File: src/pkg/dsl_pkg.sv
// constants for the dual synthesizer latch decoder
package dsl_pkg;
	localparam int WORD_W = 22;
	localparam int R_W = 14;
	localparam int A_W = 6;
	localparam int B_W = 11;
	localparam int PM_W = 7;
	// latch select codes in the two lowest bits
	localparam logic [1:0] SEL_IF_R = 2'h0;
	localparam logic [1:0] SEL_IF_N = 2'h1;
	localparam logic [1:0] SEL_RF_R = 2'h2;
	localparam logic [1:0] SEL_RF_N = 2'h3;
	// reference latch fields
	localparam int R_LSB = 2;
	localparam int R_MSB = 15;
	localparam int POL_BIT = 16;
	localparam int HIZ_BIT = 17;
	localparam int CUR_BIT = 18;
	// n-divider latch fields
	localparam int A_LSB = 2;
	localparam int A_MSB = 7;
	localparam int B_LSB = 9;
	localparam int B_MSB = 19;
	localparam int PRE_BIT = 20;
	localparam int PD_BIT = 21;
	// prescaler modulus p of p/p+1
	localparam logic [PM_W-1:0] IF_P_LO = 7'h08;
	localparam logic [PM_W-1:0] IF_P_HI = 7'h10;
	localparam logic [PM_W-1:0] RF_P_LO = 7'h20;
	localparam logic [PM_W-1:0] RF_P_HI = 7'h40;
	localparam logic [R_W-1:0] R_RESET = 14'h0000;
	localparam logic [R_W-1:0] R_ONE = 14'h0001;
	localparam logic [B_W-1:0] B_ONE = 11'h001;
	localparam logic [A_W-1:0] A_ONE = 6'h01;
	localparam logic [PM_W-1:0] PM_ONE = 7'h01;
endpackage

File: src/pkg/dsl_ndiv_if.sv
// configuration and result of one n divider
`timescale 1ns/1ns
interface dsl_ndiv_if;
	logic [dsl_pkg::B_W-1:0] main_cnt;
	logic [dsl_pkg::A_W-1:0] swallow_cnt;
	logic [dsl_pkg::PM_W-1:0] modulus;
	logic vco_tick;
	logic div_pulse;
	modport cfg (output main_cnt, output swallow_cnt, output modulus, output vco_tick,
		input div_pulse);
	modport div (input main_cnt, input swallow_cnt, input modulus, input vco_tick,
		output div_pulse);
endinterface

File: src/hw/dsl_ndiv.sv
// n divider: swallow counter, main counter and dual-modulus prescaler
`timescale 1ns/1ns
module dsl_ndiv (
	// clock and reset
	input wire logic clock,
	input wire logic rst_n,
	// configuration and output
	dsl_ndiv_if.div nd
);
	logic [dsl_pkg::PM_W-1:0] pres_q;
	logic [dsl_pkg::A_W-1:0] a_q;
	logic [dsl_pkg::B_W-1:0] b_q;
	logic [dsl_pkg::A_W-1:0] a_next;
	logic pulse_q;
	logic cyc_end;

	assign cyc_end = nd.vco_tick && (pres_q == '0);
	assign a_next = (a_q == '0) ? '0 : a_q - dsl_pkg::A_ONE;
	assign nd.div_pulse = pulse_q;

	// a prescaler cycle with swallow left runs p+1 ticks, else p ticks
	always_ff @(posedge clock or negedge rst_n)
	begin
		if (!rst_n)
		begin
			pres_q <= '0;
			a_q <= '0;
			b_q <= '0;
		end
		else if (cyc_end)
		begin
			if (b_q <= dsl_pkg::B_ONE)
			begin
				b_q <= nd.main_cnt;
				a_q <= nd.swallow_cnt;
				pres_q <= (nd.swallow_cnt != '0) ? nd.modulus : nd.modulus - dsl_pkg::PM_ONE;
			end
			else
			begin
				b_q <= b_q - dsl_pkg::B_ONE;
				a_q <= a_next;
				pres_q <= (a_next != '0) ? nd.modulus : nd.modulus - dsl_pkg::PM_ONE;
			end
		end
		else if (nd.vco_tick)
		begin
			pres_q <= pres_q - dsl_pkg::PM_ONE;
		end
	end

	// one pulse per b*p+a ticks, needs main count not below swallow count
	always_ff @(posedge clock or negedge rst_n)
	begin
		if (!rst_n)
			pulse_q <= 1'b0;
		else
			pulse_q <= cyc_end && (b_q <= dsl_pkg::B_ONE);
	end
endmodule

File: src/hw/dsl_latch_decode.sv
// serial input register, four programming latches and the divider chains
`timescale 1ns/1ns
//
// Contract
// - 22 bits shift on sclk rise, strobe latches
// - select 0,0 loads 14-bit IF reference divide
// - IF polarity bit sets detector sense
// - IF tristate bit floats IF charge pump
// - IF current bit picks 1.25 or 4.375 mA
// - select 0,1 loads IF N-divider latch
// - N divider: 6-bit swallow, 11-bit main counter
// - IF prescaler bit picks 8/9 or 16/17
// - select 1,0 loads 14-bit RF reference divide
// - RF polarity bit sets detector sense
// - RF N latch: DB21 powerdown, DB20 prescaler
// - select 1,1 loads RF N; 32/33 or 64/65
// - RF tristate bit floats RF charge pump
// - RF current bit picks 1.25 or 4.375 mA
module dsl_latch_decode (
	// clock and reset
	input wire logic clock,
	input wire logic rst_n,
	// serial programming link
	input wire logic sclk_in,
	input wire logic serial_data_in,
	input wire logic latch_strobe,
	// divider input ticks
	input wire logic ref_tick,
	input wire logic if_vco_tick,
	input wire logic rf_vco_tick,
	// IF controls
	output logic [dsl_pkg::R_W-1:0] if_ref_div,
	output logic if_detector_polarity,
	output logic if_pump_tristate,
	output logic if_pump_current_sel,
	output logic if_prescaler_sel,
	output logic if_powerdown,
	// RF controls
	output logic [dsl_pkg::R_W-1:0] rf_ref_div,
	output logic rf_detector_polarity,
	output logic rf_pump_tristate,
	output logic rf_pump_current_sel,
	output logic rf_prescaler_sel,
	output logic rf_powerdown,
	// divided pulses to the phase detectors
	output logic if_ref_pulse,
	output logic rf_ref_pulse,
	output logic if_n_pulse,
	output logic rf_n_pulse
);
	logic [dsl_pkg::WORD_W-1:0] shift_q;
	logic sclk_q;
	logic strobe_q;
	logic sclk_rise;
	logic load;
	logic [dsl_pkg::B_W-1:0] if_main_q;
	logic [dsl_pkg::A_W-1:0] if_swallow_q;
	logic [dsl_pkg::B_W-1:0] rf_main_q;
	logic [dsl_pkg::A_W-1:0] rf_swallow_q;
	logic [dsl_pkg::R_W-1:0] rdiv [2];
	logic [1:0] rpulse_q;

	dsl_ndiv_if if_nd ();
	dsl_ndiv_if rf_nd ();

	assign sclk_rise = sclk_in && !sclk_q;
	assign load = latch_strobe && !strobe_q;

	always_ff @(posedge clock or negedge rst_n)
	begin
		if (!rst_n)
		begin
			sclk_q <= 1'b0;
			strobe_q <= 1'b0;
		end
		else
		begin
			sclk_q <= sclk_in;
			strobe_q <= latch_strobe;
		end
	end

	// msb first, so the select bits arrive last
	always_ff @(posedge clock or negedge rst_n)
	begin
		if (!rst_n)
			shift_q <= '0;
		else if (sclk_rise)
			shift_q <= {shift_q[dsl_pkg::WORD_W-2:0], serial_data_in};
	end

	// IF reference latch
	always_ff @(posedge clock or negedge rst_n)
	begin
		if (!rst_n)
		begin
			if_ref_div <= dsl_pkg::R_RESET;
			if_detector_polarity <= 1'b0;
			if_pump_tristate <= 1'b0;
			if_pump_current_sel <= 1'b0;
		end
		else if (load && shift_q[1:0] == dsl_pkg::SEL_IF_R)
		begin
			if_ref_div <= shift_q[dsl_pkg::R_MSB:dsl_pkg::R_LSB];
			if_detector_polarity <= shift_q[dsl_pkg::POL_BIT];
			if_pump_tristate <= shift_q[dsl_pkg::HIZ_BIT];
			if_pump_current_sel <= shift_q[dsl_pkg::CUR_BIT];
		end
	end

	// IF n-divider latch
	always_ff @(posedge clock or negedge rst_n)
	begin
		if (!rst_n)
		begin
			if_main_q <= '0;
			if_swallow_q <= '0;
			if_prescaler_sel <= 1'b0;
			if_powerdown <= 1'b0;
		end
		else if (load && shift_q[1:0] == dsl_pkg::SEL_IF_N)
		begin
			if_main_q <= shift_q[dsl_pkg::B_MSB:dsl_pkg::B_LSB];
			if_swallow_q <= shift_q[dsl_pkg::A_MSB:dsl_pkg::A_LSB];
			if_prescaler_sel <= shift_q[dsl_pkg::PRE_BIT];
			if_powerdown <= shift_q[dsl_pkg::PD_BIT];
		end
	end

	// RF reference latch
	always_ff @(posedge clock or negedge rst_n)
	begin
		if (!rst_n)
		begin
			rf_ref_div <= dsl_pkg::R_RESET;
			rf_detector_polarity <= 1'b0;
			rf_pump_tristate <= 1'b0;
			rf_pump_current_sel <= 1'b0;
		end
		else if (load && shift_q[1:0] == dsl_pkg::SEL_RF_R)
		begin
			rf_ref_div <= shift_q[dsl_pkg::R_MSB:dsl_pkg::R_LSB];
			rf_detector_polarity <= shift_q[dsl_pkg::POL_BIT];
			rf_pump_tristate <= shift_q[dsl_pkg::HIZ_BIT];
			rf_pump_current_sel <= shift_q[dsl_pkg::CUR_BIT];
		end
	end

	// RF n-divider latch
	always_ff @(posedge clock or negedge rst_n)
	begin
		if (!rst_n)
		begin
			rf_main_q <= '0;
			rf_swallow_q <= '0;
			rf_prescaler_sel <= 1'b0;
			rf_powerdown <= 1'b0;
		end
		else if (load && shift_q[1:0] == dsl_pkg::SEL_RF_N)
		begin
			rf_main_q <= shift_q[dsl_pkg::B_MSB:dsl_pkg::B_LSB];
			rf_swallow_q <= shift_q[dsl_pkg::A_MSB:dsl_pkg::A_LSB];
			rf_prescaler_sel <= shift_q[dsl_pkg::PRE_BIT];
			rf_powerdown <= shift_q[dsl_pkg::PD_BIT];
		end
	end

	// reference dividers; a ratio of 0 or 1 passes every tick
	assign rdiv[0] = if_ref_div;
	assign rdiv[1] = rf_ref_div;
	generate
		for (genvar ch = 0; ch < 2; ch++)
		begin : g_rdiv
			logic [dsl_pkg::R_W-1:0] cnt_q;
			always_ff @(posedge clock or negedge rst_n)
			begin
				if (!rst_n)
				begin
					cnt_q <= dsl_pkg::R_RESET;
					rpulse_q[ch] <= 1'b0;
				end
				else
				begin
					rpulse_q[ch] <= ref_tick && cnt_q <= dsl_pkg::R_ONE;
					if (ref_tick)
						cnt_q <= (cnt_q <= dsl_pkg::R_ONE) ? rdiv[ch] : cnt_q - dsl_pkg::R_ONE;
				end
			end
		end
	endgenerate
	assign if_ref_pulse = rpulse_q[0];
	assign rf_ref_pulse = rpulse_q[1];

	// new main and swallow counts take effect at the next main-counter reload, a new prescaler modulus at the next prescaler cycle
	assign if_nd.main_cnt = if_main_q;
	assign if_nd.swallow_cnt = if_swallow_q;
	assign if_nd.modulus = if_prescaler_sel ? dsl_pkg::IF_P_HI : dsl_pkg::IF_P_LO;
	assign if_nd.vco_tick = if_vco_tick && !if_powerdown;
	assign rf_nd.main_cnt = rf_main_q;
	assign rf_nd.swallow_cnt = rf_swallow_q;
	assign rf_nd.modulus = rf_prescaler_sel ? dsl_pkg::RF_P_HI : dsl_pkg::RF_P_LO;
	assign rf_nd.vco_tick = rf_vco_tick && !rf_powerdown;
	assign if_n_pulse = if_nd.div_pulse;
	assign rf_n_pulse = rf_nd.div_pulse;

	dsl_ndiv u_if_ndiv (.clock(clock), .rst_n(rst_n), .nd(if_nd.div));
	dsl_ndiv u_rf_ndiv (.clock(clock), .rst_n(rst_n), .nd(rf_nd.div));
endmodule

File: config.mk
export PLATFORM = sky130hd
export DESIGN_NAME = dsl_latch_decode
export DESIGN_NICKNAME = d
export VERILOG_FILES = /design/src/pkg/dsl_pkg.sv /design/src/pkg/dsl_ndiv_if.sv /design/src/hw/dsl_ndiv.sv /design/src/hw/dsl_latch_decode.sv
export SDC_FILE = /design/constraint.sdc
export NUM_CORES = 1
export LEC_CHECK = 0
export ABC_AREA = 1
export BUFFER_PORTS_ARGS = -buffer_cell sky130_fd_sc_hd__buf_4
export CAP_MARGIN = 20
export CORE_ASPECT_RATIO = 2
export CORE_MARGIN = 5
export CORE_UTILIZATION = 60
export CTS_CLUSTER_DIAMETER = 40
export DETAILED_ROUTE_END_ITERATION = 12
export MAX_ROUTING_LAYER = met4
export PLACE_DENSITY = 0.86
export SYNTH_ARGS = -nofsm -noshare
export SYNTH_HDL_FRONTEND = slang
export SYNTH_SLANG_ARGS = --single-unit
File: constraint.sdc
create_clock -name clock -period 5.4 [get_ports clock]
set_input_delay 0.27 -clock clock [delete_from_list [all_inputs] [get_ports clock]]
set_output_delay 0.27 -clock clock [all_outputs]
set_load 0.02 [all_outputs]
==> results of run 1 <==
power breakdown:
part	internal [W]	switching [W]
sequential	0.00157	0.000226
clock	0.000783	0.000538
combinational	0.000372	0.000689
total	0.00272	0.00145
logic make-up (layout without fill, tap and decap cells):
family	count (synthesis)	after routing	share of synthesized area (%)
AO/OA/AOI/OAI	215	215	13.2
XOR/XNOR	22	22	2.20
adder cells (fa/ha/maj)	16	16	2.28
buffers and inverters	163	221	7.28
flip-flops	176	176	50.3
AND/OR/NAND/NOR	510	510	24.7
through the flow:
stage	utilization (%)	std cells	hold WS, ps
after detailed placement	64.6	1316	315
after global placement	64.5	1315	314
after CTS	69.2	1351	124
final	69.3	1352	129
after floorplan	-	1102	-25.6
after global routing	69.3	1352	152
final cells by class:
type | instances | area share, %
well taps | 192 | 2.41
flip-flops and latches | 176 | 44.3
repair buffers | 58 | 4.64
clock inverters | 14 | 2.05
clock buffers | 18 | 4.31
multi-input cells | 763 | 37.4
inverters | 131 | 4.94
layout by cell type, fill, tap and decap left out, drive strengths merged, types with 8 or more instances in the layout:
cell type / instances
nand2: 277
dfrtp: 176
o21ai: 154
inv: 135
nor2: 133
nand3: 71
buf: 55
a21oi: 24
o211ai: 19
xor2: 18
clkbuf: 18
ha: 16
nand4: 11
o22ai: 9
nor3: 8
state kept, by name (all words and copies together) (netlist names), 7 cells and up:
signal / cells
u_rf_ndiv.pres_q: 7
g_rdiv.cnt_q: 28
u_if_ndiv.pres_q: 7
shift_q: 22
if_main_q: 11
u_rf_ndiv.b_q: 11
rf_main_q: 11
rf_ref_div: 14
if_ref_div: 14
u_if_ndiv.b_q: 11
per-layer routing:
layer,vias up,wire length (microns)
li1,3660,-
met1,3661,8120
met2,297,11900
met3,99,904
met4,0,1500
met5,-,0
worst max-delay path, cell delays in order, from the launching register on:
cell and delay, ps:
dfrtp_1 360, inv_1 140, ha_1 210, inv_1 60
nor2_2 130, nand2_1 120, nor2_4 140, nand4_4 260
nor2_1 680, nand2_1 290, nand3_1 130, nand2_1 60
inv_1 50
synthesized netlist by cell type, types with 3 or more instances:
cell,count,share of area [%]
nor2_2,4,0.29
xor2_1,18,1.8
clkbuf_1,22,0.94
or2_2,5,0.36
dfrtp_1,176,50
inv_2,8,0.34
o21ai_0,151,8.6
a21oi_1,24,1.4
nor2_4,6,0.77
ha_1,16,2.3
nor2_1,123,5.3
nand4_1,9,0.64
inv_1,123,5.3
o211ai_1,19,1.6
buf_4,3,0.26
xnor2_1,4,0.40
nand2_1,273,12
nand3_1,70,4.0
nor3_1,8,0.46
o31ai_1,3,0.26
nand2_2,4,0.29
buf_2,6,0.34
o22ai_1,9,0.64
worst max-delay path by stage:
stage                         from             endpoint  slack [ps]  cells after the start
2_1_floorplan     u_if_ndiv.a_q[0]  u_if_ndiv.pres_q[3]        3540                     10
3_3_place_gp   u_rf_ndiv.pres_q[0]  u_rf_ndiv.pres_q[4]        2930                     12
3_5_place_dp   u_rf_ndiv.pres_q[0]  u_rf_ndiv.pres_q[2]        2760                     12
4_1_cts        u_rf_ndiv.pres_q[0]  u_rf_ndiv.pres_q[2]        2770                     12
5_1_grt        u_rf_ndiv.pres_q[0]  u_rf_ndiv.pres_q[0]        2440                     12
6_report       u_rf_ndiv.pres_q[0]  u_rf_ndiv.pres_q[0]        2720                     12
==> impl_results.md, run 1 <==
* PostCTS Resize Cnt at 0
* Initial DRC Count at 618
* # diodes at 0
* Layout Nets at 1171
* Root buffer cell: clkbuf_16
* Global Route Usage Sum at 28.2%
* Post-CTS Setup Bufs at 0
* Die Y-Extent at 181 microns
* H-tree depth at 4
* RSZ-0062 raised after global routing: no
* Global routing usage on met2 at 48.0%
* Pre-CTS setup slack at 2760 ps
* Worst Max-Slew Pin Slew at 1020 ps
* Initial antenna violation count at 0
* Critical path class: reg2reg
* Initial Util at 61.1%
* Multi-input gate area at 0.00372 sq mm
* Status: complete, no violations
* Final WL at 22400 microns
* Via count at 7717
* Top_reg_cell synth: dfrtp_1
* Share of cells above drive strength 1 at 10.1%
* Mapped Cells at 1102
* Die area at 0.0173 sq mm
* GRT Max-Usage Layer: met2
* Reg2reg end: u_rf_ndiv.pres_q[0]
* Min-delay src: serial_data_in
* Final WS setup at 2720 ps
* DRC violations left at 0
* Synthesized area at 0.00876 sq mm
* First-pass GRT wire length at 36800 microns
* GR Overflow Total at 0
* Vias in the first global route at 7759
* Largest net degree at the start of global routing at 75
* Vias/cell at 5.71
* Leak at 4.91 nW
* Final Max Tran Viols at 0
* Sequential Area at 0.00440 sq mm
* Post-synth EDFFs at 0
* Tot Pwr at 0.00418 W
* Worst-Skew Late Latency at 430 ps
* Mapped Avg Cell Area at 7.95 sq um
* Ports at 50
* R2r startpoint: u_rf_ndiv.pres_q[0]
* Hold WC Path Type: in2reg
* Fmax at 0.373 GHz
* Sequential area share after synthesis at 50.3%
* Rel. slew slack at 31.6%
* Max IR drop VDD at 0.000240 V
* Critical Path RT at 5770 ps
* Power per cell area at 420 mW/mm^2
* Worst-case reg-to-reg path depth at 12
* Final setup viols at 0
* HPWL Detailed at 15400 microns
* First-pass detailed-route iteration total at 6
* Synth cell types at 36
* Setup crit start kind: flop
* Flops & latches, synth at 176
* Clk buf depth at 2
* Routed len/inst at 16.6 microns
* DIE WIDTH at 95.5 microns
* Total core area at 0.0144 sq mm
* Clock Skew at 11.0 ps
* RePlAce Congestion at 0.918
* Yosys warns at 0
* CTS tree: done
* Design area at 0.00995 sq mm
* Fin. Hold Viols at 0
* Met1 usage at 29.4%
* Site row count at 62
* Max-Cap Viols at 0
* TritonCTS Sinks at 176
* Synth async-reset ratio at 100%
* Worst-path clk slew at 70 ps
* CTS Hold Buffers Added at 3
* Worst Hold End: shift_q[0]
* Routed Antenna Nets at 0
* Worst reg2reg setup slack at 2720 ps
* CP max FO at 16
* Worst Setup End Kind: flop
* Final period util at 49.6%
* Crit path DAT at 3050 ps
* Post-layout min period at 2680 ps
* Inserted Clock Buffers at 17
* Area Overhead vs Synth at 13.6%
* Syn_nets at 1126
* Hold path cells at 3
* IO Port Bufs at 49
* DP Area at 0.00927 sq mm
* Met3 Track Usage GR at 4.50%
* Setup_tns at 0 ps
* Fillers at 1087
No activity file was read; power rests on OpenSTA's default activity.
==> run 2: changes to the inputs <==
CORE_UTILIZATION = 55   (was 60)
PLACE_DENSITY = 0.83   (was 0.86)
clock period = 2.4 ns   (was 5.4 ns; I/O delays follow)
==> run 2 against run 1 <==
Compared with the run above: final cell count up 1.3%; critical endpoint is now u_rf_ndiv.pres_q[5]; sequential share of layout area down 0.23 points; clock-buffer cell count up 1; maximum frequency up 22%; critical path depth up 2; non-clock buffer count up 9; via count down 1.8%; clock power up 110%; register-to-register slack worse by 2500 ps; power up 120%; design area up 0.53%; global-route usage down 3.1 points.
==> impl_results.md, run 2 (synthesis gave the netlist of run 1 again) <==
* Status: complete, no violations
* Routed Antenna Nets at 0
* Pre-CTS setup slack at 282 ps
* DIE WIDTH at 99.3 microns
* Setup_tns at 0 ps
* Routed len/inst at 15.7 microns
* Largest net degree at the start of global routing at 76
* CTS Hold Buffers Added at 4
* Worst-Skew Late Latency at 430 ps
* Critical path class: reg2reg
* Die area at 0.0187 sq mm
* Final core utilization at 63.7%
* Final period util at 91.8%
* Post-layout min period at 2200 ps
* Fin. Hold Viols at 0
* Root buffer cell: clkbuf_16
* Worst-path clk slew at 70 ps
* Clk buf depth at 2
* First-pass GRT wire length at 36700 microns
* Inserted Clock Buffers at 17
* Tot Pwr at 0.00916 W
* Layout Cells excl Fill at 1370
* Final WS setup at 198 ps
* Worst Max-Slew Pin Slew at 705 ps
* First-pass detailed-route iteration total at 6
* Setup crit start kind: flop
* Crit path DAT at 2520 ps
* Die Y-Extent at 189 microns
* Vias in the first global route at 7589
* Total core area at 0.0157 sq mm
* Initial Util at 55.8%
* Final setup viols at 0
* DRC violations left at 0
* GR Overflow Total at 0
* Initial antenna violation count at 0
* Max reg flops at 28
* Worst Setup End Kind: flop
* # diodes at 0
* Hold WC Path Type: in2reg
* Critical Path RT at 2720 ps
* Leak at 4.95 nW
* Fmax at 0.454 GHz
* Power per cell area at 916 mW/mm^2
* Fillers at 1305
* Max IR drop VDD at 0.000526 V
* Placed cells at 1334
* Post-CTS Setup Bufs at 0
* Biggest regs: g_rdiv.cnt_q: 28 flops, shift_q: 22 flops
* Vias/cell at 5.53
* TritonCTS Sinks at 176
* Rel. slew slack at 53.0%
* CTS tree: done
* Via count at 7581
* RePlAce Congestion at 0.970
* Global Route Usage Sum at 25.1%
* Site row count at 65
* Final Max Tran Viols at 0
* Area Overhead vs Synth at 14.2%
* Commonest non-fill, non-tap cells in the layout: 273 x nand2_1, 176 x dfrtp_1, 151 x o21ai_0
* Max-Cap Viols at 0
* Initial DRC Count at 499
* PostCTS Resize Cnt at 0
* Layout Nets at 1180
* IO Port Bufs at 49
* Biggest register: g_rdiv.cnt_q
* Final WL at 21600 microns
* Commonest non-fill, non-tap cell in the layout: nand2_1
* Clock Skew at 11.0 ps
* CP max FO at 6
* Ports at 50
* HPWL Detailed at 15700 microns
* RSZ-0062 raised after global routing: no
* Share of cells above drive strength 1 at 10.8%
* H-tree depth at 4
[run 2: changes by cell type in the layout (fill, tap and decap cells not counted), sizes merged, moves of 3 or more]
cell and delta:
buf +8, clkinvlp -3, bufinv -4, inv +3, clkinv +3
[run 2: critical path, stage by stage, from the launching register on]
cell	delay [ps]
dfrtp_1	400
inv_1	160
ha_1	210
nand2_1	80
inv_1	70
nand3_1	150
o21ai_0	150
nand2_1	80
nor2_1	230
inv_1	80
ha_1	270
inv_1	50
nand2_1	40
nand3_1	70
a21oi_1	60
[run 2: metrics by stage]
step                area, sq um  hold slack (ps)
finish                    10000              106
global route              10000              134
CTS                       10000             93.0
detailed placement         9370              189
global placement           9370              189
floorplan                  8760             -176
[run 2: power by group]
part | total (W) | switching [W] | leakage (nW) | internal (W)
registers | 0.00405 | 0.000516 | 2.30 | 0.00353
logic | 0.00237 | 0.00151 | 2.35 | 0.000857
clock network | 0.00275 | 0.00130 | 0.293 | 0.00145
total | 0.00916 | 0.00333 | 4.95 | 0.00583
[run 2: layout make-up]
cell class / count / area [sq um] / share of cell area, %
timing repair buffer: 67 / 542 / 5.42
multi-input combinational: 763 / 3720 / 37.2
tap: 201 / 251 / 2.51
clock inverter: 13 / 141 / 1.41
sequential: 176 / 4400 / 44.0
inverter: 131 / 492 / 4.91
clock buffer: 19 / 453 / 4.53
[run 2: path summary, 6_finish.rpt]
path                                  startpoint                  end  slack (ps)  cells after the start
worst max-delay path            u_rf_ndiv.a_q[0]  u_rf_ndiv.pres_q[5]         200                     14
worst min-delay path                 rf_vco_tick  u_rf_ndiv.pres_q[5]         110                      5
worst max register to register  u_rf_ndiv.a_q[0]  u_rf_ndiv.pres_q[5]         200                     14
worst min register to register      rf_main_q[9]         rf_main_q[9]         480                      2
max in group asynchronous                  rst_n  u_rf_ndiv.pres_q[6]        1340                      3
min in group asynchronous                  rst_n          shift_q[17]         280                      2
[run 2: routing by layer]
| layer | track usage, % | wire length [microns] | vias to the layer above |
|---|---|---|---|
| met2 | 43.8 | 11600 | 232 |
| met4 | 14.5 | 1180 | 0 |
| met3 | 3.15 | 837 | 76 |
| li1 | - | - | 3673 |
| met1 | 26.9 | 7950 | 3600 |
| met5 | - | 0 | - |
==> run 3: changes to the inputs <==
CORE_UTILIZATION = 56   (was 55)
PLACE_DENSITY = 0.84   (was 0.83)
SYNTH_HIERARCHICAL = 1   (was not set)
==> run 3 against run 2 <==
Compared with the run above: synthesized cell count rose by 12%; wire length rose by 9.0%; clock power barely moved; power rose by 11%; die area rose by 8.1%; combinational power rose by 32%; global-route usage rose by 0.23 points; area after synthesis rose by 11%; non-clock buffer count fell by 3; sequential power rose by 6.2%; worst hold slack got worse by 68 ps.
==> impl_results.md, run 3 <==
* Status: complete, no violations
* Initial Util at 56.5%
* Vias/cell at 5.49
* IO Port Bufs at 49
* Site row count at 68
* Post-synthesis mux area share at 0%
* Initial antenna violation count at 0
* Post-Synth XOR/XNOR Area at 2.62%
* Final core utilization at 63.4%
* Reg2reg end: u_if_ndiv/b_q[1]
* Die Y-Extent at 196 microns
* Setup crit start kind: flop
* Commonest non-fill, non-tap cells in the layout: 336 x nand2_1, 176 x dfrtp_1, 137 x inv_1
* Clock Skew at 7.84 ps
* Synthesized area at 0.00970 sq mm
* Layout Nets at 1322
* Mapped Cells at 1231
* RSZ-0062 raised after global routing: no
* First-pass GRT wire length at 39600 microns
* Commonest non-fill, non-tap cell in the layout: nand2_1
* Max-Cap Viols at 0
* Top_reg_cell synth: dfrtp_1
* Count leader, synth: nand2_1
* Largest cells by area after synthesis: dfrtp_1 45%, nand2_1 13%, o21ai_0 6.2%, inv_1 5.3%, nand3_1 4.9%
* Mapped Avg Cell Area at 7.88 sq um
* Largest family of logic cells by synthesized area: simple AND/OR/NAND/NOR gates
* Worst-path clk slew at 70 ps
* Multi-input gate area at 0.00454 sq mm
* Share of cells above drive strength 1 at 12.8%
* RePlAce Congestion at 0.894
* Crit path DAT at 2440 ps
* Total core area at 0.0172 sq mm
* H-tree depth at 4
* GR Overflow Total at 0
* Worst Setup End Kind: flop
* Post-CTS Setup Bufs at 0
* Hold WC Path Type: in2reg
* Biggest regs: g_rdiv.cnt_q: 28 flops, shift_q: 22 flops
* Area Overhead vs Synth at 12.4%
* Clk buf depth at 2
* Cell taking the most area after synthesis: dfrtp_1
* Fmax at 0.468 GHz
* Worst Max-Slew Pin Slew at 621 ps
* PostCTS Resize Cnt at 0
* # diodes at 0
* Routed len/inst at 15.5 microns
* Critical Path RT at 2700 ps
* Flops & latches, synth at 176
* Vias in the first global route at 8436
* Sequential Area at 0.00440 sq mm
* Synth async-reset ratio at 100%
* Inserted Clock Buffers at 17
* Synth Area in Compound Gates at 12.1%
* Routed Antenna Nets at 0
* CTS Hold Buffers Added at 4
* Fin. Hold Viols at 0
* Leak at 5.41 nW
* Worst-Skew Late Latency at 430 ps
* Max reg flops at 28
* CP Launch Point: u_if_ndiv/pres_q[0]
* Fillers at 1438
* Worst reg2reg setup slack at 260 ps
* Rel. slew slack at 58.6%
* Setup_tns at 0 ps
* CTS tree: done
* Final Max Tran Viols at 0
* Synth cell types at 43
* First-pass detailed-route iteration total at 6
* Placed cells at 1485
* Final period util at 89.1%
* Ports at 50
* Synth top area share at 45.4%
* Largest net degree at the start of global routing at 65
* Layout Cells excl Fill at 1519
* Post-Synth Adder-Cell Area at 2.06%
* Simple-Gate Fraction of Synth Area at 29.0%
* Worst-case reg-to-reg path depth at 10
* Post-layout min period at 2140 ps
* Capture point of the worst path: u_if_ndiv/b_q[1]
* Post-synth EDFFs at 0
* CP max FO at 29
* DRC violations left at 0
* Yosys warns at 6
* Sequential area share after synthesis at 45.4%
* Hold Slack at 38.7 ps
* Power per cell area at 934 mW/mm^2
* Root buffer cell: clkbuf_16
* Final WL at 23500 microns
* Final setup viols at 0
* R2r startpoint: u_if_ndiv/pres_q[0]
* Critical path class: reg2reg
* Commonest cells post-synth: 336 x nand2_1, 176 x dfrtp_1, 137 x inv_1
* Die area at 0.0202 sq mm
* TritonCTS Sinks at 176
* Biggest register: g_rdiv.cnt_q
* Initial DRC Count at 637
* Tot Pwr at 0.0102 W
* DIE WIDTH at 103 microns
* Global Route Usage Sum at 25.4%
* Via count at 8339
* HPWL Detailed at 16500 microns
* Max IR drop VDD at 0.000737 V
==> run 3: cell types whose count changed in the layout (fill, tap and decap cells not counted), sizes merged, moves of 9 or more <==
cell and change:
o22ai -9, conb +25, nand2 +81, nand3b +9, nor2 -35, nand3 +32, inv +12, o21ai +12
==> run 3: kinds of logic after synthesis <==
| kind of cell | count (synthesis) |
|---|---|
| flops | 176 |
| fa+ha+maj | 16 |
| xor+xnor | 29 |
| buf+inv | 192 |
| compound gates | 217 |
| other cells | 1 |
| simple gates | 600 |
==> run 3: worst min path at each step <==
stage | startpoint | end | slack, ps | depth (start not counted)
3_3_place_gp | rst_n | if_ref_div[5] | 160 | 1
6_report | ref_tick | g_rdiv[0].cnt_q[0] | 40 | 2
2_1_floorplan | rst_n | g_rdiv[0].cnt_q[0] | -180 | 0
5_1_grt | ref_tick | g_rdiv[0].cnt_q[0] | 40 | 2
4_1_cts | ref_tick | g_rdiv[0].cnt_q[0] | 30 | 2
3_5_place_dp | rst_n | if_ref_div[5] | 160 | 1
==> run 3: area by class of cell <==
| class | instances | area share [%] |
|---|---|---|
| multi-input cells | 887 | 41.7 |
| flip-flops and latches | 176 | 40.4 |
| inverters | 152 | 5.44 |
| repair buffers | 64 | 4.76 |
| clock buffers | 21 | 4.31 |
| well taps | 210 | 2.41 |
| clock inverters | 9 | 0.998 |
==> run 3: per-stage QoR <==
stage	area, sq um	setup slack, ps
2_1_floorplan	9790	736
3_3_place_gp	10300	464
3_5_place_dp	10300	313
4_1_cts	10900	292
5_1_grt	10900	146
6_report	10900	261
==> run 3: worst max-delay path, cell delays in order, from the launching register on <==
cell,delay (ps)
dfrtp_1,410
inv_1,70
ha_1,170
nor3b_2,250
nand3_2,140
nor2_4,130
nand2_4,160
inv_4,300
o21ai_1,140
a21oi_1,180
a21oi_1,60
==> run 3: per-layer routing <==
layer	vias up	GRT usage (%)	part of all wire, %
li1	4045	-	-
met1	3947	27.4	36
met2	262	43.7	55
met3	85	3.45	3.8
met4	0	13.7	5.3
met5	-	-	0
==> run 3: power breakdown <==
part	internal, W	total (W)	switching, W
clock	0.00161	0.00276	0.00116
combinational	0.00110	0.00312	0.00202
sequential	0.00364	0.00430	0.000659
